$ cat src/rtl/poc_pkg.sv
// package for the port over-current control register bank
// assumes an Avalon-MM slave with 32-bit data and byte addresses
package poc_pkg;
  localparam int ADDR_W = 4;
  localparam logic [3:0] OFS_DET_EN = 4'h0;
  localparam logic [3:0] OFS_IRQ_EN = 4'h4;
  localparam logic [3:0] OFS_FLAGS = 4'h8;
  // implemented bit positions: 6, 5, 4 (pins), 2 (supply), 0 (pin)
  localparam logic [7:0] IMPL_MASK = 8'h75;
  localparam logic [7:0] RESET_VAL = 8'h00;
  localparam int BIT_SUPPLY = 2;
  localparam int NUM_BITS = 8;
  localparam logic [31:0] UNMAPPED_READ = 32'h0000_0000;
endpackage : poc_pkg

$ cat src/rtl/poc_ctrl.sv
// over-current protection control and status register bank
// assumes: detector inputs are asynchronous raw levels from analog
// comparators; bus master follows Avalon-MM with waitrequest
//
// Behaviour
// - detector enable bits 6,5,4,0 per pin
// - detector enable bit 2 for supply output
// - irq enable bits 6,5,4,0 per pin
// - irq enable bit 2 gates supply
// - disabled irq masks flag, flag still records
// - pin detection sets sticky flag bit
// - supply detection sets flag bit 2
// - flags readable anytime, write one clears
// - enable registers read and write anytime
// - bits 7, 3, 1 read zero
`timescale 1ns/1ns
module poc_ctrl
  import poc_pkg::*;
(
  input wire logic i_core_clk,
  input wire logic i_rst,
  input wire logic [ADDR_W-1:0] i_avs_address,
  input wire logic i_avs_read,
  input wire logic i_avs_write,
  input wire logic [31:0] i_avs_writedata,
  input wire logic [3:0] i_avs_byteenable,
  output logic [31:0] o_avs_readdata,
  output logic o_avs_waitrequest,
  output logic [1:0] o_avs_response,
  input wire logic [NUM_BITS-1:0] i_overcurrent_raw,
  output logic [NUM_BITS-1:0] o_detector_enable,
  output logic o_overcurrent_irq
);

  logic [NUM_BITS-1:0] det_en_q;
  logic [NUM_BITS-1:0] irq_en_q;
  logic [NUM_BITS-1:0] flags_q;
  logic [NUM_BITS-1:0] flags_d;
  logic [NUM_BITS-1:0] sync1_q;
  logic [NUM_BITS-1:0] sync2_q;
  logic ack_q;
  logic [31:0] rdata_q;
  logic [1:0] resp_q;
  logic irq_q;
  logic [NUM_BITS-1:0] det_out_q;
  logic req;
  logic wr_take;
  logic rd_take;
  logic lane0;

  function automatic logic is_mapped(input logic [ADDR_W-1:0] a);
    is_mapped = (a == OFS_DET_EN) || (a == OFS_IRQ_EN) ||
                (a == OFS_FLAGS);
  endfunction : is_mapped

  // one wait cycle, then the answer at the edge the master sees it
  assign req = i_avs_read | i_avs_write;
  assign wr_take = i_avs_write & ack_q;
  assign rd_take = i_avs_read & ~ack_q;
  assign lane0 = i_avs_byteenable[0];

  always_ff @(posedge i_core_clk or posedge i_rst) begin
    if (i_rst) begin
      ack_q <= 1'b0;
    end else begin
      ack_q <= req & ~ack_q;
    end
  end

  // analog comparator levels are asynchronous to the bus clock
  always_ff @(posedge i_core_clk or posedge i_rst) begin
    if (i_rst) begin
      sync1_q <= RESET_VAL;
      sync2_q <= RESET_VAL;
    end else begin
      sync1_q <= i_overcurrent_raw;
      sync2_q <= sync1_q;
    end
  end

  always_ff @(posedge i_core_clk or posedge i_rst) begin
    if (i_rst) begin
      det_en_q <= RESET_VAL;
    end else if (wr_take && lane0 && i_avs_address == OFS_DET_EN) begin
      // no mode check: writable at any time
      det_en_q <= i_avs_writedata[7:0] & IMPL_MASK;
    end
  end

  always_ff @(posedge i_core_clk or posedge i_rst) begin
    if (i_rst) begin
      irq_en_q <= RESET_VAL;
    end else if (wr_take && lane0 && i_avs_address == OFS_IRQ_EN) begin
      irq_en_q <= i_avs_writedata[7:0] & IMPL_MASK;
    end
  end

  // set wins over a write-one clear arriving in the same cycle
  genvar g;
  generate
    for (g = 0; g < NUM_BITS; g++) begin : g_flag
      always_comb begin
        flags_d[g] = flags_q[g];
        if (wr_take && lane0 && i_avs_address == OFS_FLAGS &&
            i_avs_writedata[g]) begin
          flags_d[g] = 1'b0;
        end
        if (IMPL_MASK[g] && det_en_q[g] && sync2_q[g]) begin
          flags_d[g] = 1'b1;
        end
      end
    end
  endgenerate

  always_ff @(posedge i_core_clk or posedge i_rst) begin
    if (i_rst) begin
      flags_q <= RESET_VAL;
    end else begin
      flags_q <= flags_d;
    end
  end

  always_ff @(posedge i_core_clk or posedge i_rst) begin
    if (i_rst) begin
      irq_q <= 1'b0;
    end else begin
      irq_q <= |(flags_d & irq_en_q);
    end
  end

  always_ff @(posedge i_core_clk or posedge i_rst) begin
    if (i_rst) begin
      det_out_q <= RESET_VAL;
    end else begin
      det_out_q <= det_en_q;
    end
  end

  always_ff @(posedge i_core_clk or posedge i_rst) begin
    if (i_rst) begin
      rdata_q <= UNMAPPED_READ;
      resp_q <= 2'b00;
    end else if (req && !ack_q) begin
      resp_q <= is_mapped(i_avs_address) ? 2'b00 : 2'b10;
      rdata_q <= UNMAPPED_READ;
      if (rd_take) begin
        case (i_avs_address)
          OFS_DET_EN: rdata_q <= {24'h00_0000, det_en_q};
          OFS_IRQ_EN: rdata_q <= {24'h00_0000, irq_en_q};
          OFS_FLAGS: rdata_q <= {24'h00_0000, flags_q};
          default: rdata_q <= UNMAPPED_READ;
        endcase
      end
    end
  end

  always_ff @(posedge i_core_clk or posedge i_rst) begin
    if (i_rst) begin
      o_avs_waitrequest <= 1'b1;
    end else begin
      o_avs_waitrequest <= ~(req & ~ack_q);
    end
  end

  assign o_avs_readdata = rdata_q;
  assign o_avs_response = resp_q;
  assign o_overcurrent_irq = irq_q;
  assign o_detector_enable = det_out_q;

endmodule : poc_ctrl

$ cat config.mk
export PLATFORM = sky130hd
export DESIGN_NAME = poc_ctrl
export DESIGN_NICKNAME = d
export VERILOG_FILES = /design/src/rtl/poc_pkg.sv /design/src/rtl/poc_ctrl.sv
export SDC_FILE = /design/constraint.sdc
export NUM_CORES = 1
export LEC_CHECK = 0
export BUFFER_PORTS_ARGS = -buffer_cell sky130_fd_sc_hd__buf_2
export CORE_ASPECT_RATIO = 1.5
export CORE_MARGIN = 3
export CORE_UTILIZATION = 45
export DETAILED_ROUTE_END_ITERATION = 8
export HOLD_SLACK_MARGIN = 0.1
export PLACE_DENSITY = 0.87
export SYNTH_ARGS = -nofsm -noshare
export SYNTH_HDL_FRONTEND = slang
export SYNTH_SLANG_ARGS = --single-unit
$ cat constraint.sdc
create_clock -name i_core_clk -period 3.49 [get_ports i_core_clk]
set_input_delay 0.698 -clock i_core_clk [delete_from_list [all_inputs] [get_ports i_core_clk]]
set_output_delay 0.698 -clock i_core_clk [all_outputs]
set_load 0.005 [all_outputs]
Word-level counts from Yosys, hierarchy flattened
Cells that the tools add are included.

cells by class
  bitwise operators = 7
  muxes and demuxes = 16
  equal/unequal tests = 2
  reductions and logical operators = 23

operators by type and width
  kind                                                  number
  2-to-1 mux 32 bit                                     1
  one-hot mux 8 bit (3 select lines)                    1
  logical AND 1 bit                                     18
  2-to-1 mux 1 bit                                      13
  bitwise AND 8 x 7 -> 8 bit                            1
  OR reduction 8 bit                                    1
  equality test 4 x 3 -> 1 bit (second input constant)  1
  equality test 4 bit (second input constant)           1
  logical NOT 4 bit                                     1
  bitwise AND 1 bit                                     3
  logical OR 1 bit                                      2
  2-to-1 mux 2 bit                                      1
  NOT 1 bit                                             2
  logical NOT 1 bit                                     1
  bitwise OR 1 bit                                      1

word-level totals
  output and inout port bits = 44
  register bits = 74
  logic and storage cells = 59

Longest topological paths before layout
  depth in word-level cells = 8
  gate-level depth with buffers = 6
  gate-level depth less buffers = 4

Worst setup path after synthesis
OpenSTA, ideal clock, no wires.

  path kind = input port to flip-flop
  start = in i_avs_address[2]
  end = reg det_en_q[0]
  path buffers = 1
  data arrival time = 1.696 ns
  stages = 3
  required time = 3.365 ns
  slack = 1.669 ns
  path through = buf_2 > nor3_1 > mux2_2

between the ends
  cells in the longest elaborated chain, start to end = 2

RTL lines
  what                    line            text
  start: declaration      poc_ctrl.sv:22  input wire logic [ADDR_W-1:0] i_avs_address,
  logical NOT 4 bit       poc_ctrl.sv:84  end else if (wr_take && lane0 && i_avs_address == OFS_DET_EN) begin
  logical AND 1 bit       poc_ctrl.sv:84
  end signal: assignment  poc_ctrl.sv:86  det_en_q <= i_avs_writedata[7:0] & IMPL_MASK;
  end: declaration        poc_ctrl.sv:35  logic [NUM_BITS-1:0] det_en_q;

Every way passes these cells.
A chain may end at the register's enable or synchronous reset.

Final worst setup path
  start = in i_avs_address[1]
  end = reg det_en_q[5]

Same word-level chain as after synthesis.

==> impl_metrics.ini <==
[job]
timing.max_cap.violations = 0

[finish]
multiInputGateArea_sq_um = 596.8
filler_cell_count = 340
final_cells = 228
drive_gt1_share_pct = 28.11
design_area_sq_um = 1897
layout_area_growth_over_synthesis_pct = 9.380
final_core_util_pct = 51.51
layout.area.seq_sq_um = 977.2
antenna_diode_count = 0
finalNetCount = 236

[cts]
tritoncts = built
holdBufCountCts = 0
clkTransAtPathRegs_ns = 0.06
cts_resized = 0
tritoncts_num_sinks = 39
clock-root-buffer = sky130_fd_sc_hd__clkbuf_8
insertion_delay_ns = 0.28
cts.htree.levels = 2
cts-buffers-inserted = 5
postCtsSetupRepairBufs = 0
clock_path_buffers = 2

[detailed_routing]
routed_via_density = 4.671
firstDrtPassIters = 4
drt_iter0_drc = 25
vias = 1065
wl_per_instance_um = 12.48
route.antenna.remaining_nets = 0
route.final.wire_length_um = 2845
drcViolationCount = 0

[global_routing]
grt.overflow.total = 0
globalRoute.busiestLayer = met2
grt.total_usage_pct = 13.84
met3_usage_in_global_routing_pct = 4.560
grt_start_max_net_pins = 22
gr-usage-met1_pct = 13.50
groute.layer.met2.usage_pct = 25.69
grt_first_pass_wirelength_um = 4802
grt_pass1_vias = 1066
antenna_found_initial = 0

[sta]
rsz0062_at_grt = no
fin_crit_ns = 1.989
maxSlewViolCount = 0
finalClockSkew_ns = 0.005128
slew-limit-headroom_pct = 41.24
period_share_pct = 57.00
worstMarginPinSlew_ns = 0.8747
totalNegativeSetupSlack_ns = 0
max_clock_freq_ghz = 0.5027
report.final.setup_viol = 0
finalHoldViolations = 0

[worst_setup_path]
classification_of_the_worst_setup_path = in2reg
arrival_time_reported_for_the_critical_path_endpoint_ns = 2.15
cp-start-kind = primary input
cp_max_fo = 5
crit-reg2reg-launch = ack_q$_DFF_PP0_
cp-startpoint = i_avs_address[1]
endpoint_kind = flop
rr_endpoint = det_en_q[5]$_DFFE_PP0P_
r2r_slack_ns = 1.78
worst_r2r_path_depth = 3
critPathCapture = det_en_q[5]$_DFFE_PP0P_
timing.critical_path.required_ns = 3.65

[yosys]
leading_cell_type_by_number_of_instances_after_synthesis = sky130_fd_sc_hd__dfrtp_1
netlist_instances = 150
synth_cell_types = 28
yosysSeqAreaShare_pct = 56.35
postSynth.topFlopCell = sky130_fd_sc_hd__dfrtp_1
post-synth-top-area-fraction_pct = 54.83
post_synth_top_cells = sky130_fd_sc_hd__dfrtp_1 (38), sky130_fd_sc_hd__buf_4 (31), sky130_fd_sc_hd__nand2_1 (12)
synth-async-reset-ratio_pct = 100.0
synth_edf_count = 0
cell_type_contributing_the_most_total_cell_area_after_synthesis = sky130_fd_sc_hd__dfrtp_1
post_synth_design_cell_area_sq_um = 1734
most_area_consuming_cells_after_synthesis = sky130_fd_sc_hd__dfrtp_1 (55%), sky130_fd_sc_hd__buf_4 (13%), sky130_fd_sc_hd__mux2_2 (6.5%)
syn_area_per_cell_sq_um = 11.56
synthesis.yosys.warnings = 0
count_of_state_elements_after_synthesis = 39

[floorplan]
std_cell_rows = 27
dieWidth_um = 56.69
ios = 96
core-area_sq_um = 3682
floorplan.die_area_sq_um = 4650
fp.dieH_um = 82.03
initial_core_util_pct = 47.09

[placed_design]
dp_hpwl_um = 2233
gp_congestion = 0.7927
post_dp_cell_area_sq_um = 1817
place.detailed.instances = 220
port-buffer-count = 31

[power_and_ir_drop]
irDropWorstVdd_mv = 0.2951
power_density_over_the_cells_nw_per_um2 = 484.3
leakagePower_uw = 0.0009965

[worst_hold_path]
hp-class = reg2reg

[status]
status = completed
## flip-flops by register name, summed over array words and instances, names as in the netlist
register and flops:
sync2_q 5, ack_q 1, o_avs_waitrequest 1, det_en_q 5
irq_en_q 5, sync1_q 5, o_avs_readdata 5, o_avs_response 1
o_detector_enable 5, o_overcurrent_irq 1, flags_q 5
## cells by family after synthesis
family / synth area share [%]
buffers and inverters: 15.73
DFF: 56.35
and+or+nand+nor: 10.46
AOI/OAI and AO/OA: 7.864
muxes: 9.380
other: 0.2162
## worst min-delay path by stage
| stage | startpoint | to | slack (ns) | cells past startpoint |
|---|---|---|---|---|
| 6_report | sync1_q[6]$_DFF_PP0_ | sync2_q[6]$_DFF_PP0_ | 0.35 | 0 |
| 5_1_grt | sync1_q[5]$_DFF_PP0_ | sync2_q[5]$_DFF_PP0_ | 0.35 | 0 |
| 4_1_cts | sync1_q[5]$_DFF_PP0_ | sync2_q[5]$_DFF_PP0_ | 0.35 | 0 |
| 3_5_place_dp | sync1_q[5]$_DFF_PP0_ | sync2_q[5]$_DFF_PP0_ | 0.33 | 0 |
| 3_3_place_gp | sync1_q[5]$_DFF_PP0_ | sync2_q[5]$_DFF_PP0_ | 0.33 | 0 |
| 2_1_floorplan | sync1_q[0]$_DFF_PP0_ | sync2_q[0]$_DFF_PP0_ | 0.33 | 0 |
## power by group
group	internal, uW	switching [uW]
Clock	142	135
Combinational	55.2	62.3
Sequential	500	25.0
Total	697	222
## critical path: stages
cell and delay, ns:
sky130_fd_sc_hd__buf_2 0.12, sky130_fd_sc_hd__nor2_1 0.10, sky130_fd_sc_hd__nand4_1 0.13, sky130_fd_sc_hd__nor3_1 0.69, sky130_fd_sc_hd__mux2_2 0.42
## final cells by class
class / instances / share of cell area [%]
sequential: 39 / 51.52
multi-input combinational: 100 / 31.46
inverter: 5 / 0.9894
timing repair buffer: 33 / 8.971
clock buffer: 8 / 4.222
tap: 43 / 2.836
## metal layers
layer,vias up,share of wire [%]
li1,510,-
met1,497,33
met4,0,3.2
met5,-,0
met3,9,9.0
met2,49,55
## placed cells by master (no fill, tap or decap), types with 2 or more instances in the layout
master	instances
sky130_fd_sc_hd__a31oi_1	3
sky130_fd_sc_hd__nand4_1	4
sky130_fd_sc_hd__clkbuf_1	3
sky130_fd_sc_hd__nand3_1	2
sky130_fd_sc_hd__dfrtp_1	38
sky130_fd_sc_hd__and2_1	3
sky130_fd_sc_hd__o21ai_0	9
sky130_fd_sc_hd__inv_1	5
sky130_fd_sc_hd__mux2_2	10
sky130_fd_sc_hd__mux2i_1	5
sky130_fd_sc_hd__conb_1	31
sky130_fd_sc_hd__and3b_1	2
sky130_fd_sc_hd__nand2_1	12
sky130_fd_sc_hd__buf_2	31
sky130_fd_sc_hd__clkbuf_8	5
sky130_fd_sc_hd__nor2b_1	2
sky130_fd_sc_hd__a22o_1	5
sky130_fd_sc_hd__or2_2	3
sky130_fd_sc_hd__buf_4	2
## per-stage QoR
stage                     worst slack, ns  total power, uW  hold WS [ns]
after floorplan                     1.669            626.5        0.3312
after global placement              1.216            645.4        0.3331
after detailed placement            1.158            652.8        0.3347
after CTS                           1.461            934.2        0.3500
after global routing                1.354            982.5        0.3537
final                               1.501            918.6        0.3476
Note: power is estimated with default switching activity, not from simulation.
